File: src/rtl/otls_pkg.sv
// constants shared by the overtravel limit stop control block
package otls_pkg;

  // ***************************************************
  // register map (byte addresses on the avalon slave)
  // ***************************************************
  localparam int          AW              = 5;
  localparam int          DW              = 32;
  localparam int          RW              = 16;
  localparam logic [4:0]  ADDR_BASIC_SW   = 5'h00;
  localparam logic [4:0]  ADDR_STOP_SEL   = 5'h04;
  localparam logic [4:0]  ADDR_PLUG_TQ    = 5'h08;
  localparam logic [4:0]  ADDR_ROT_DIR    = 5'h0C;
  localparam logic [4:0]  ADDR_STATUS     = 5'h10;
  localparam logic [4:0]  ADDR_POS_ERR    = 5'h14;

  // ***************************************************
  // field layout and reset values
  // ***************************************************
  localparam int          FWD_DIS_BIT     = 1;
  localparam int          REV_DIS_BIT     = 2;
  localparam int          ROT_REV_BIT     = 0;
  localparam int          SM_W            = 4;
  localparam logic [15:0] BASIC_SW_RST    = 16'h0000;
  localparam logic [15:0] STOP_SEL_RST    = 16'h0000;
  localparam logic [15:0] ROT_DIR_RST     = 16'h0000;
  localparam int          TQ_W            = 9;
  localparam logic [8:0]  PLUG_TQ_RST     = 9'h12C;
  localparam logic [8:0]  PLUG_TQ_MAX     = 9'h12C;

  // ***************************************************
  // stop methods and actions
  // ***************************************************
  localparam logic [3:0]  SM_DYN_COAST    = 4'h0;
  localparam logic [3:0]  SM_COAST_COAST  = 4'h1;
  localparam logic [3:0]  SM_PLUG_DYN     = 4'h2;
  localparam logic [3:0]  SM_PLUG_CS      = 4'h3;
  localparam logic [3:0]  SM_CLAMP_DYN    = 4'h4;
  localparam logic [3:0]  SM_CLAMP_CS     = 4'h5;

  localparam logic [1:0]  ACT_NONE        = 2'h0;
  localparam logic [1:0]  ACT_DYN         = 2'h1;
  localparam logic [1:0]  ACT_COAST       = 2'h2;
  localparam logic [1:0]  ACT_PLUG        = 2'h3;

  typedef enum logic [2:0] {
    ST_RUN  = 3'b001,
    ST_STOP = 3'b010,
    ST_HOLD = 3'b100
  } otls_state_t;

  localparam int          ERR_W           = 16;

endpackage

File: src/rtl/otls_sync.sv
// two flip-flop synchroniser for pin inputs
`timescale 1ns/1ps
`default_nettype none
module otls_sync #(
  parameter int W = 4
) (
  input  wire logic         clk,
  input  wire logic         rst,
  input  wire logic [W-1:0] d,
  output var  logic [W-1:0] q
);
  logic [W-1:0] meta_r;

  // meta_r feeds only the second stage
  always_ff @(posedge clk or posedge rst) begin
    if (rst) begin
      meta_r <= '0;
      q      <= '0;
    end else begin
      meta_r <= d;
      q      <= meta_r;
    end
  end
endmodule
`default_nettype wire

File: src/rtl/otls_torque_cap.sv
// plug braking torque limiter, capped by the motor rating
`timescale 1ns/1ps
`default_nettype none
module otls_torque_cap
  import otls_pkg::*;
#(
  parameter logic [8:0] MOTOR_MAX = 9'h12C
) (
  input  wire logic            clk,
  input  wire logic            rst,
  input  wire logic            en,
  input  wire logic [TQ_W-1:0] limit,
  output var  logic [TQ_W-1:0] torque_r
);
  // motor rating wins over a larger configured value
  always_ff @(posedge clk or posedge rst) begin
    if (rst) begin
      torque_r <= '0;
    end else if (!en) begin
      torque_r <= '0;
    end else if (limit > MOTOR_MAX) begin
      torque_r <= MOTOR_MAX;
    end else begin
      torque_r <= limit;
    end
  end
endmodule
`default_nettype wire

File: src/rtl/otls_top.sv
// overtravel limit stop control: limit inputs, stop sequencing, registers
// ***************************************************
// Overview of operation
// - forward limit low permits forward motion; high blocks forward motion
// - reverse limit low permits reverse motion; high blocks reverse motion
// - the direction opposite an active limit stays permitted
// - position error count kept after overtravel stop; host clear input discards it
// - basic switch bit one set ignores the forward limit input
// - basic switch bit two set ignores the reverse limit input
// - limiting works identically in speed, position and torque control
// - enable and stop-method settings take effect only after power restore
// - method 0 stops by dynamic braking then coasts
// - method 1 coasts to rest, as at servo off, then coasts
// - methods 2 and 3 plug brake then coast; servo off dynamic brake or coast
// - methods 4 and 5 plug brake then zero clamp; servo off dynamic brake or coast
// - zero clamp holds a position loop around reference zero
// - plug torque limit 0 to 300 percent, default 300, immediate effect
// - plug torque limit is the stopping torque during overtravel
// - delivered plug torque capped by the motor rating
// - rotation direction select swaps the physical direction each limit guards
// ***************************************************
`timescale 1ns/1ps
`default_nettype none
module otls_top
  import otls_pkg::*;
#(
  parameter logic [8:0] MOTOR_MAX = 9'h12C
) (
  input  wire logic                        CLK_SYS,
  input  wire logic                        SYS_RST,
  input  wire logic [otls_pkg::AW-1:0]     AVS_ADDRESS,
  input  wire logic                        AVS_READ,
  input  wire logic                        AVS_WRITE,
  input  wire logic [otls_pkg::DW-1:0]     AVS_WRITEDATA,
  input  wire logic [3:0]                  AVS_BYTEENABLE,
  output var  logic [otls_pkg::DW-1:0]     AVS_READDATA,
  output var  logic                        AVS_WAITREQUEST,
  input  wire logic                        FORWARD_LIMIT_IN,
  input  wire logic                        REVERSE_LIMIT_IN,
  input  wire logic                        ERROR_COUNTER_CLEAR_IN,
  input  wire logic                        POWER_GOOD_IN,
  input  wire logic                        SERVO_ON,
  input  wire logic                        CMD_FWD,
  input  wire logic                        CMD_REV,
  input  wire logic                        MOTOR_STOPPED,
  input  wire logic                        REF_PULSE_FWD,
  input  wire logic                        REF_PULSE_REV,
  input  wire logic                        FB_PULSE_FWD,
  input  wire logic                        FB_PULSE_REV,
  output var  logic                        CCW_PERMIT,
  output var  logic                        CW_PERMIT,
  output var  logic [1:0]                  STOP_ACTION,
  output var  logic                        COAST_MODE,
  output var  logic                        ZERO_CLAMP_MODE,
  output var  logic [otls_pkg::TQ_W-1:0]   PLUG_TORQUE_PCT,
  output var  logic [otls_pkg::ERR_W-1:0]  POSITION_ERROR,
  output var  logic [otls_pkg::ERR_W-1:0]  CLAMP_POS_ERROR
);
  import otls_pkg::*;

  // ***************************************************
  // pin synchronisers
  // ***************************************************
  logic [3:0]        pins_s;
  logic              fwd_lim_s;
  logic              rev_lim_s;
  logic              clr_s;
  logic              pwr_s;
  logic              pwr_d_r;
  logic              pwr_rise;

  otls_sync #(.W(4)) u_sync (
    .clk (CLK_SYS),
    .rst (SYS_RST),
    .d   ({POWER_GOOD_IN, ERROR_COUNTER_CLEAR_IN, REVERSE_LIMIT_IN, FORWARD_LIMIT_IN}),
    .q   (pins_s)
  );

  assign fwd_lim_s = pins_s[0];
  assign rev_lim_s = pins_s[1];
  assign clr_s     = pins_s[2];
  assign pwr_s     = pins_s[3];
  assign pwr_rise  = pwr_s && !pwr_d_r;

  always_ff @(posedge CLK_SYS or posedge SYS_RST) begin
    if (SYS_RST) begin
      pwr_d_r <= 1'b0;
    end else begin
      pwr_d_r <= pwr_s;
    end
  end

  // ***************************************************
  // avalon slave: one wait cycle, then the answer
  // ***************************************************
  logic [RW-1:0]     basic_switch_settings_r;
  logic [RW-1:0]     stop_method_select_r;
  logic [TQ_W-1:0]   plug_brake_torque_limit_r;
  logic [RW-1:0]     rotation_direction_select_r;
  logic              req;
  logic              wr_go;
  logic [RW-1:0]     wmask;
  logic [RW-1:0]     tq_nxt;
  logic [DW-1:0]     rdata_nxt;
  otls_state_t       st_r;

  assign req   = AVS_READ || AVS_WRITE;
  assign wr_go = AVS_WRITE && !AVS_WAITREQUEST;
  assign wmask = {{8{AVS_BYTEENABLE[1]}}, {8{AVS_BYTEENABLE[0]}}};

  always_comb begin
    tq_nxt = ({7'h00, plug_brake_torque_limit_r} & ~wmask) | (AVS_WRITEDATA[RW-1:0] & wmask);
    if (tq_nxt > {7'h00, PLUG_TQ_MAX}) begin
      tq_nxt = {7'h00, PLUG_TQ_MAX};
    end
  end

  always_ff @(posedge CLK_SYS or posedge SYS_RST) begin
    if (SYS_RST) begin
      AVS_WAITREQUEST <= 1'b1;
    end else begin
      AVS_WAITREQUEST <= !(req && AVS_WAITREQUEST);
    end
  end

  always_ff @(posedge CLK_SYS or posedge SYS_RST) begin
    if (SYS_RST) begin
      basic_switch_settings_r     <= BASIC_SW_RST;
      stop_method_select_r        <= STOP_SEL_RST;
      plug_brake_torque_limit_r   <= PLUG_TQ_RST;
      rotation_direction_select_r <= ROT_DIR_RST;
    end else if (wr_go) begin
      unique case (AVS_ADDRESS)
        ADDR_BASIC_SW: basic_switch_settings_r <= (basic_switch_settings_r & ~wmask)
                                                  | (AVS_WRITEDATA[RW-1:0] & wmask);
        ADDR_STOP_SEL: stop_method_select_r <= (stop_method_select_r & ~wmask)
                                               | (AVS_WRITEDATA[RW-1:0] & wmask);
        // values above the top of range saturate; no shadow, so it acts at once
        ADDR_PLUG_TQ:  plug_brake_torque_limit_r <= tq_nxt[TQ_W-1:0];
        ADDR_ROT_DIR:  rotation_direction_select_r <= (rotation_direction_select_r & ~wmask)
                                                      | (AVS_WRITEDATA[RW-1:0] & wmask);
        default: ;
      endcase
    end
  end

  // ***************************************************
  // active configuration, taken only on power restore
  // ***************************************************
  logic              fwd_dis_act_r;
  logic              rev_dis_act_r;
  logic              rot_rev_act_r;
  logic [SM_W-1:0]   method_act_r;

  // registers survive a power cycle of the drive; only SYS_RST clears them
  always_ff @(posedge CLK_SYS or posedge SYS_RST) begin
    if (SYS_RST) begin
      fwd_dis_act_r <= BASIC_SW_RST[FWD_DIS_BIT];
      rev_dis_act_r <= BASIC_SW_RST[REV_DIS_BIT];
      rot_rev_act_r <= ROT_DIR_RST[ROT_REV_BIT];
      method_act_r  <= STOP_SEL_RST[SM_W-1:0];
    end else if (pwr_rise) begin
      fwd_dis_act_r <= basic_switch_settings_r[FWD_DIS_BIT];
      rev_dis_act_r <= basic_switch_settings_r[REV_DIS_BIT];
      rot_rev_act_r <= rotation_direction_select_r[ROT_REV_BIT];
      method_act_r  <= stop_method_select_r[SM_W-1:0];
    end
  end

  // ***************************************************
  // overtravel detection and direction permits
  // ***************************************************
  logic              fwd_ot;
  logic              rev_ot;
  logic              fwd_permit_r;
  logic              rev_permit_r;

  // no control-mode input: limiting is the same in every mode
  assign fwd_ot = fwd_lim_s && !fwd_dis_act_r;
  assign rev_ot = rev_lim_s && !rev_dis_act_r;

  // each direction judged alone, so the opposite one stays free
  always_ff @(posedge CLK_SYS or posedge SYS_RST) begin
    if (SYS_RST) begin
      fwd_permit_r <= 1'b0;
      rev_permit_r <= 1'b0;
    end else begin
      fwd_permit_r <= !fwd_ot;
      rev_permit_r <= !rev_ot;
    end
  end

  always_ff @(posedge CLK_SYS or posedge SYS_RST) begin
    if (SYS_RST) begin
      CCW_PERMIT <= 1'b0;
      CW_PERMIT  <= 1'b0;
    end else begin
      CCW_PERMIT <= rot_rev_act_r ? rev_permit_r : fwd_permit_r;
      CW_PERMIT  <= rot_rev_act_r ? fwd_permit_r : rev_permit_r;
    end
  end

  // ***************************************************
  // stop sequence
  // ***************************************************
  logic              ot_fwd_r;
  logic              ot_hit;
  logic              ot_clear;
  logic              clamp_sel;
  logic [1:0]        ot_act;
  logic [1:0]        soff_act;

  assign ot_hit    = (CMD_FWD && fwd_ot) || (CMD_REV && rev_ot);
  assign ot_clear  = ot_fwd_r ? (!fwd_ot || CMD_REV) : (!rev_ot || CMD_FWD);
  assign clamp_sel = (method_act_r == SM_CLAMP_DYN) || (method_act_r == SM_CLAMP_CS);

  always_comb begin
    unique case (method_act_r)
      SM_DYN_COAST:   ot_act = ACT_DYN;
      SM_COAST_COAST: ot_act = ACT_COAST;
      SM_PLUG_DYN,
      SM_PLUG_CS,
      SM_CLAMP_DYN,
      SM_CLAMP_CS:    ot_act = ACT_PLUG;
      default:        ot_act = ACT_DYN;
    endcase
    unique case (method_act_r)
      SM_COAST_COAST,
      SM_PLUG_CS,
      SM_CLAMP_CS:    soff_act = ACT_COAST;
      default:        soff_act = ACT_DYN;
    endcase
  end

  always_ff @(posedge CLK_SYS or posedge SYS_RST) begin
    if (SYS_RST) begin
      st_r     <= ST_RUN;
      ot_fwd_r <= 1'b0;
    end else begin
      unique case (st_r)
        ST_RUN: begin
          if (ot_hit) begin
            st_r     <= ST_STOP;
            ot_fwd_r <= CMD_FWD && fwd_ot;
          end
        end
        ST_STOP: begin
          if (MOTOR_STOPPED) begin
            st_r <= ST_HOLD;
          end
        end
        ST_HOLD: begin
          if (ot_clear) begin
            st_r <= ST_RUN;
          end
        end
        default: st_r <= ST_RUN;
      endcase
    end
  end

  always_ff @(posedge CLK_SYS or posedge SYS_RST) begin
    if (SYS_RST) begin
      STOP_ACTION     <= ACT_NONE;
      COAST_MODE      <= 1'b0;
      ZERO_CLAMP_MODE <= 1'b0;
    end else begin
      STOP_ACTION     <= (st_r == ST_STOP) ? ot_act
                         : ((st_r == ST_RUN) && !SERVO_ON) ? soff_act : ACT_NONE;
      COAST_MODE      <= (st_r == ST_HOLD) && !clamp_sel;
      ZERO_CLAMP_MODE <= (st_r == ST_HOLD) && clamp_sel;
    end
  end

  // stopping torque only while plug braking is under way
  otls_torque_cap #(.MOTOR_MAX(MOTOR_MAX)) u_cap (
    .clk      (CLK_SYS),
    .rst      (SYS_RST),
    .en       ((st_r == ST_STOP) && (ot_act == ACT_PLUG)),
    .limit    (plug_brake_torque_limit_r),
    .torque_r (PLUG_TORQUE_PCT)
  );

  // ***************************************************
  // position error and zero clamp loop
  // ***************************************************
  logic [ERR_W-1:0]  err_nxt;
  logic [ERR_W-1:0]  clamp_nxt;

  always_comb begin
    err_nxt = POSITION_ERROR + {{(ERR_W-1){1'b0}}, REF_PULSE_FWD} - {{(ERR_W-1){1'b0}}, REF_PULSE_REV}
              - {{(ERR_W-1){1'b0}}, FB_PULSE_FWD} + {{(ERR_W-1){1'b0}}, FB_PULSE_REV};
    // reference is zero, so the error is minus the travel since entry
    clamp_nxt = CLAMP_POS_ERROR - {{(ERR_W-1){1'b0}}, FB_PULSE_FWD} + {{(ERR_W-1){1'b0}}, FB_PULSE_REV};
  end

  // the count survives the overtravel stop; only the clear pin drops it
  always_ff @(posedge CLK_SYS or posedge SYS_RST) begin
    if (SYS_RST) begin
      POSITION_ERROR <= '0;
    end else if (clr_s) begin
      POSITION_ERROR <= '0;
    end else begin
      POSITION_ERROR <= err_nxt;
    end
  end

  always_ff @(posedge CLK_SYS or posedge SYS_RST) begin
    if (SYS_RST) begin
      CLAMP_POS_ERROR <= '0;
    end else if (ZERO_CLAMP_MODE) begin
      CLAMP_POS_ERROR <= clamp_nxt;
    end else begin
      CLAMP_POS_ERROR <= '0;
    end
  end

  // ***************************************************
  // read data
  // ***************************************************
  always_comb begin
    rdata_nxt = '0;
    unique case (AVS_ADDRESS)
      ADDR_BASIC_SW: rdata_nxt[RW-1:0]   = basic_switch_settings_r;
      ADDR_STOP_SEL: rdata_nxt[RW-1:0]   = stop_method_select_r;
      ADDR_PLUG_TQ:  rdata_nxt[TQ_W-1:0] = plug_brake_torque_limit_r;
      ADDR_ROT_DIR:  rdata_nxt[RW-1:0]   = rotation_direction_select_r;
      ADDR_STATUS:   rdata_nxt[15:0]     = {method_act_r, 1'b0, rot_rev_act_r, rev_dis_act_r,
                                            fwd_dis_act_r, 1'b0, st_r, rev_ot, fwd_ot,
                                            rev_lim_s, fwd_lim_s};
      ADDR_POS_ERR:  rdata_nxt[ERR_W-1:0] = POSITION_ERROR;
      default: ;
    endcase
  end

  always_ff @(posedge CLK_SYS or posedge SYS_RST) begin
    if (SYS_RST) begin
      AVS_READDATA <= '0;
    end else if (AVS_READ && AVS_WAITREQUEST) begin
      AVS_READDATA <= rdata_nxt;
    end
  end
endmodule
`default_nettype wire

File: config.mk
export PLATFORM = sky130hd
export DESIGN_NAME = otls_top
export DESIGN_NICKNAME = d
export VERILOG_FILES = /design/src/rtl/otls_pkg.sv /design/src/rtl/otls_sync.sv /design/src/rtl/otls_torque_cap.sv /design/src/rtl/otls_top.sv
export SDC_FILE = /design/constraint.sdc
export NUM_CORES = 1
export LEC_CHECK = 0
export BUFFER_PORTS_ARGS = -buffer_cell sky130_fd_sc_hd__buf_2
export CORE_ASPECT_RATIO = 1.75
export CORE_MARGIN = 2
export CORE_UTILIZATION = 45
export DETAILED_ROUTE_END_ITERATION = 7
export PLACE_DENSITY = 0.69
export SLEW_MARGIN = 20
export SYNTH_ARGS = -nofsm -noshare
export SYNTH_HDL_FRONTEND = slang
export SYNTH_SLANG_ARGS = --single-unit
File: constraint.sdc
create_clock -name CLK_SYS -period 4.8 [get_ports CLK_SYS]
set_clock_uncertainty 0.2 [all_clocks]
set_input_delay 0.72 -clock CLK_SYS [delete_from_list [all_inputs] [get_ports CLK_SYS]]
set_output_delay 0.72 -clock CLK_SYS [all_outputs]
set_load 0.01 [all_outputs]
==> out/qor.txt, run 1 <==
Status -> complete, no violations
TritonCTS clock tree -> built
Row count -> 62
Type of destination of the critical path -> flop
IO Port Bufs -> 102
Lkg Pwr -> 0.00433 µW
Non-filler instance count after layout -> 1032
N_diodes -> 0
Setup ws final -> 1250 ps
Average cell area after synthesis -> 10.8 µm²
Post-CTS resize count -> 0
Critical Path, Cell by Cell -> buf_2, inv_1, fa_1, inv_1, fa_1, inv_1, ha_1, inv_1, fa_1, nand2b_1, a21o_1, a21oi_1, or2_2, a21oi_1, mux2_2
Die area -> 17800 µm²
GRT Resource Usage Total -> 21.0%
Root buffer cell -> clkbuf_16
CP max FO -> 3
Synthesized flop and latch total -> 143
Flop pwr share -> 37.6%
Arrival @ worst endpoint -> 3660 ps
Clock tree buffer depth -> 2
R2R Setup Slk -> 1750 ps
Via count -> 5587
Largest net degree at the start of global routing -> 85
CP dominant cell by count -> inv_1
Height of the die -> 175 µm
Switching Share -> 33.6%
Crit path launch type -> input pin
Initial Util -> 45.9%
WP data required -> 4910 ps
First-pass GRT wire length -> 28700 µm
Number of remaining DRC errors -> 0
Setup TNS -> 0 ps
Post-synth top area cell -> dfrtp_1
Slew margin rel. -> 39.4%
Post-CTS Setup Bufs -> 0
Internal Dissipation -> 2640 µW
Post-synth cell types -> 65
Tot Pwr -> 3970 µW
Synthesized area -> 7510 µm²
Dominant cells by area after synthesis -> dfrtp_1 (46%), mux2_2 (9.7%), ha_1 (5.2%)
CP max-delay cell -> fa_1
# nets final -> 887
Filler instances -> 1441
Die Width -> 102 µm
Area grow syn2layout -> 16.8%
GR Overflow Total -> 0
Antenna Nets Post-Route -> 0
Core ar. -> 16400 µm²
CP endpoint -> POSITION_ERROR[11]$_DFF_PP0_
RSZ-0062 raised after global routing -> no
Final Max Tran Viols -> 0
Final period util -> 73.9%
DRT Pass-1 Iters -> 6
Place WS -> 834 ps
Reg2Reg Depth -> 12
Worst Tran Pin Value -> 907 ps
H-tree Lvls -> 4
Number of flops mapped to enable cells by yosys -> 0
Yosys top cell area share -> 45.7%
Share of layout cells above drive strength 1 -> 28.0%
Dominant synthesized flop cell -> dfrtp_1
Synth warn -> 0
Vias/cell -> 5.41
FF-to-FF End -> POSITION_ERROR[11]$_DFF_PP0_
Fmax -> 282 MHz
Pwr Density -> 453 nW/µm²
Final hold vios -> 0
Critical path startpoint -> REF_PULSE_REV
Synth async-reset ratio -> 100%
Clock-pin slew on the worst setup and hold paths -> 60 ps
Post-route minimum period -> 3550 ps
Placed Cells -> 1000
WL/cell -> 17.2 µm
Iteration-0 DRC Markers -> 281
Worst-Skew Late Latency -> 420 ps
Synth Instances -> 694
DP HPWL -> 13300 µm
Routed WL -> 17700 µm
Comb power frac -> 29.1%
FF-to-FF Start -> POSITION_ERROR[0]$_DFF_PP0_
Max-cap violations -> 0
Clock share of power -> 33.3%
Placer Congestion -> 0.848
CTS Sinks -> 143
Net Switching -> 1330 µW
TritonCTS buffer count -> 17
Worst min path class -> flop to flop
Setup Crit Path Kind -> input pin to flop
Critical path's largest stage delay -> 530 ps
Fin util -> 53.6%
Vias in the first global route -> 5691
Antenna violations before repair -> 0
Peak VDD IR -> 0.273 mV
Hold Buf Count CTS -> 0
Finish-stage setup viols -> 0
Register area share after synthesis -> 47.8%
I/O pins -> 137
## cells in the final DEF (no fill, tap or decap), types with 17 or more instances in the layout
cell type / Yosys / routed
o21ai_0: 38 / 38
and2_1: 20 / 20
ha_1: 31 / 31
nor2_1: 59 / 59
a21oi_1: 34 / 34
nand2_1: 31 / 31
buf_2: 5 / 102
dfrtp_1: 137 / 137
inv_1: 51 / 50
mux2_2: 65 / 65
clkbuf_16: 0 / 17
## Yosys cell counts (3+ instances only)
| cell | instances |
|---|---|
| a21oi_1 | 34 |
| o31a_1 | 5 |
| inv_1 | 51 |
| a211oi_1 | 6 |
| and3_1 | 3 |
| a221oi_1 | 6 |
| or3_1 | 5 |
| nor2_1 | 59 |
| or2_2 | 4 |
| nand3_1 | 4 |
| nor2b_1 | 4 |
| ha_1 | 31 |
| nand2b_1 | 10 |
| nor3_1 | 16 |
| mux2i_1 | 8 |
| o21ai_0 | 38 |
| xor2_1 | 9 |
| buf_2 | 5 |
| dfstp_2 | 6 |
| xnor2_1 | 10 |
| a222oi_1 | 8 |
| nand2_1 | 31 |
| o41ai_1 | 3 |
| and2_1 | 20 |
| dfrtp_1 | 137 |
| o21a_1 | 9 |
| buf_4 | 16 |
| a22oi_1 | 7 |
| nor3b_1 | 6 |
| fa_1 | 4 |
| mux2_2 | 65 |
| a31oi_1 | 4 |
| a22o_1 | 5 |
| mux4_2 | 4 |
| a21o_1 | 10 |
| clkbuf_1 | 17 |
## cell families (layout without fill, tap and decap cells)
| logic type | count (synthesis) | after routing | share of synthesized area [%] |
|---|---|---|---|
| DFF | 143 | 143 | 47.8 |
| adders and majority gates | 36 | 36 | 6.37 |
| buffers and inverters | 90 | 189 | 5.40 |
| xor gates and xnor gates | 19 | 19 | 2.22 |
| other | 1 | 16 | 0.0499 |
| muxes | 77 | 77 | 12.0 |
| AOI/OAI and AO/OA | 152 | 152 | 14.0 |
| and+or+nand+nor | 176 | 176 | 12.1 |
## layer usage
layer / track usage [%] / wire length [µm] / up-vias / part of all wire (%)
met5: 0 / 0 / - / 0
met4: 9.97 / 668 / 0 / 3.8
met3: 3.48 / 640 / 39 / 3.6
met2: 37.5 / 9720 / 143 / 55
met1: 23.6 / 6680 / 2779 / 38
li1: - / - / 2626 / -
## critical path, delay by kind of cell
kind	cells	cell delay (ps)
and+or+nand+nor	2	390
adders and majority gates	4	1440
muxes	1	270
AOI/OAI and AO/OA	3	530
buffers and inverters	5	290
## power by group through the flow
stage                     Combinational (µW)  Clock [µW]  Sequential [µW]
after CTS                               1170        1340             1490
after global routing                    1310        1400             1510
after floorplan                          859           0             1490
after detailed placement                1160           0             1520
final                                   1160        1320             1490
after global placement                  1140           0             1510
## stage by stage
step	instance area, µm²	hold slack (ps)
finish	8770	149
global route	8770	150
CTS	8770	149
detailed placement	8180	136
global placement	8180	133
floorplan	7560	131
## how the worst min path moves through the flow
stage	startpoint	to	depth (start not counted)
global placement	u_sync.meta_r[2]$_DFF_PP0_	u_sync.q[2]$_DFF_PP0_	0
CTS	u_sync.meta_r[3]$_DFF_PP0_	u_sync.q[3]$_DFF_PP0_	0
detailed placement	u_sync.meta_r[3]$_DFF_PP0_	u_sync.q[3]$_DFF_PP0_	0
floorplan	u_sync.meta_r[0]$_DFF_PP0_	u_sync.q[0]$_DFF_PP0_	0
global route	u_sync.meta_r[3]$_DFF_PP0_	u_sync.q[3]$_DFF_PP0_	0
finish	u_sync.meta_r[3]$_DFF_PP0_	u_sync.q[3]$_DFF_PP0_	0
## layout make-up
cell class	instances	area, µm²	share of cell area [%]
tap	224	280	3.20
timing repair buffer	106	541	6.17
clock inverter	14	161	1.84
inverter	51	196	2.24
sequential	143	3590	40.9
clock buffer	18	429	4.90
multi-input combinational	476	3570	40.8
Power figures use the tool's default switching activity.
==> run 2, diff against run 1 <==
--- a/config.mk
+++ b/config.mk
@@ -10,7 +10,7 @@
 export CORE_MARGIN = 2
 export CORE_UTILIZATION = 45
 export DETAILED_ROUTE_END_ITERATION = 7
-export PLACE_DENSITY = 0.69
+export PLACE_DENSITY = 0.67
 export SLEW_MARGIN = 20
 export SYNTH_ARGS = -nofsm -noshare
 export SYNTH_HDL_FRONTEND = slang
==> constraint.sdc (replaced) <==
create_clock -name CLK_SYS -period 3.6 [get_ports CLK_SYS]
set_clock_uncertainty 0.2 [all_clocks]
set_input_delay 0.54 -clock CLK_SYS [delete_from_list [all_inputs] [get_ports CLK_SYS]]
set_output_delay 0.54 -clock CLK_SYS [all_outputs]
set_load 0.01 [all_outputs]
==> out/qor.txt, run 2 (synthesized netlist as in run 1, its figures left out) <==
Status -> complete, but fails checks
Failing checks -> negative hold slack
Most frequent cells in the layout -> dfrtp_1 (137), buf_2 (102), mux2_2 (65)
Peak VDD IR -> 0.355 mV
Final Instance Area -> 8910 µm²
Hold Buf Count CTS -> 0
CP dominant cell by count -> inv_1
TritonCTS clock tree -> built
Row count -> 62
Worst Tran Pin Value -> 915 ps
Height of the die -> 175 µm
Critical Path, Cell by Cell -> buf_2, inv_1, fa_1, inv_1, fa_1, inv_1, ha_1, inv_1, fa_1, nand2b_1, a21o_1, a21oi_1, or2_2, a21oi_1, mux2_2
CP max FO -> 3
Initial Util -> 45.9%
WL/cell -> 18.1 µm
Die area -> 17800 µm²
Area grow syn2layout -> 18.6%
Post-CTS resize count -> 0
Final hold vios -> 20
Max-cap violations -> 0
Worst min path class -> input pin to asynchronous set/reset pin
Final Max Tran Viols -> 0
# nets final -> 895
Fin util -> 54.4%
Fmax -> 305 MHz
TritonCTS buffer count -> 17
Final period util -> 91.2%
WHS -> -24.7 ps
Most common cell after layout, fill and taps aside -> dfrtp_1
Non-filler instance count after layout -> 1040
Lkg Pwr -> 0.00439 µW
Via count -> 5685
Crit path launch type -> input pin
DRT Pass-1 Iters -> 5
Iteration-0 DRC Markers -> 408
N_diodes -> 0
Type of destination of the critical path -> flop
WP data required -> 3710 ps
Share of layout cells above drive strength 1 -> 28.8%
Root buffer cell -> clkbuf_16
IO Port Bufs -> 102
Post-route minimum period -> 3280 ps
Pwr Density -> 614 nW/µm²
Number of remaining DRC errors -> 0
Slew margin rel. -> 38.8%
Finish-stage setup viols -> 0
Clock-pin slew on the worst setup and hold paths -> 60 ps
Vias/cell -> 5.47
Placed cell area -> 8250 µm²
H-tree Lvls -> 4
GRT Resource Usage Total -> 21.7%
Core ar. -> 16400 µm²
Antenna violations before repair -> 0
Clock tree buffer depth -> 2
RSZ-0062 raised after global routing -> no
I/O pins -> 137
Worst-Skew Late Latency -> 430 ps
Largest net degree at the start of global routing -> 46
GR Overflow Total -> 0
DP HPWL -> 14300 µm
Critical path's largest stage delay -> 530 ps
Setup Crit Path Kind -> input pin to flop
Post-CTS Setup Bufs -> 0
Placer Congestion -> 0.917
CTS Sinks -> 143
Vias in the first global route -> 5888
Setup TNS -> 0 ps
Antenna Nets Post-Route -> 0
Arrival @ worst endpoint -> 3400 ps
Die Width -> 102 µm
Routed WL -> 18800 µm
CP max-delay cell -> fa_1
First-pass GRT wire length -> 29600 µm
Placed Cells -> 1007
## run 2: changes by cell type in the layout (fill, tap and decap cells not counted)
| cell | change |
|---|---|
| buf_4 | +5 |
| clkbuf_8 | +3 |
| clkinvlp_4 | +3 |
| inv_6 | -3 |
| buf_12 | +2 |
| clkinv_4 | -2 |
| buf_16 | +1 |
| bufinv_16 | +1 |
| clkbuf_1 | -1 |
| inv_8 | -1 |
## run 2: metrics by stage
step / total power (µW) / setup slack, ps
floorplan: 3130 / 187
global placement: 3560 / -73.9
detailed placement: 3630 / -76.5
CTS: 5500 / 355
global route: 5770 / 157
finish: 5470 / 318
## run 2: final timing paths
kind | from | end | slack [ps] | cells past startpoint
setup / recovery | REF_PULSE_REV | POSITION_ERROR[13]$_DFF_PP0_ | 320 | 15
hold / removal | SYS_RST | u_sync.meta_r[3]$_DFF_PP0_ | -20 | 2
setup reg to reg | CLAMP_POS_ERROR[0]$_DFF_PP0_ | CLAMP_POS_ERROR[14]$_DFF_PP0_ | 540 | 11
hold reg to reg | u_sync.meta_r[1]$_DFF_PP0_ | u_sync.q[1]$_DFF_PP0_ | 150 | 0
max in group asynchronous | SYS_RST | plug_brake_torque_limit_r[3]$_DFFE_PP1P_ | 2430 | 4
min in group CLK_SYS | FORWARD_LIMIT_IN | u_sync.meta_r[0]$_DFF_PP0_ | 20 | 1
## run 2: metal layers
metal	GRT usage, %	wire (µm)	vias up
met1	22.6	6880	2835
li1	-	-	2643
met2	39.9	10500	155
met5	0	0	-
met3	3.76	632	52
met4	11.8	810	0
## run 2: layout make-up
class / count / area, µm²
fill: 1457 / 7460
sequential: 143 / 3590
multi-input combinational: 476 / 3570
timing repair buffer: 114 / 646
clock buffer: 20 / 467
tap: 224 / 280
inverter: 51 / 195
clock inverter: 12 / 160
## run 2: worst max-delay path: cells and delay by family
| kind | cells | cell delay (ps) |
|---|---|---|
| AOI/OAI and AO/OA | 3 | 490 |
| adders and majority gates | 4 | 1430 |
| buffers and inverters | 5 | 290 |
| muxes | 1 | 270 |
| and+or+nand+nor | 2 | 370 |
## run 2: power by group
group,leakage [µW],switching [µW],internal (µW),total (µW)
Clock,0.000294,707,1150,1850
Combinational,0.00220,898,724,1620
Sequential,0.00190,197,1800,1990
Total,0.00439,1800,3670,5470
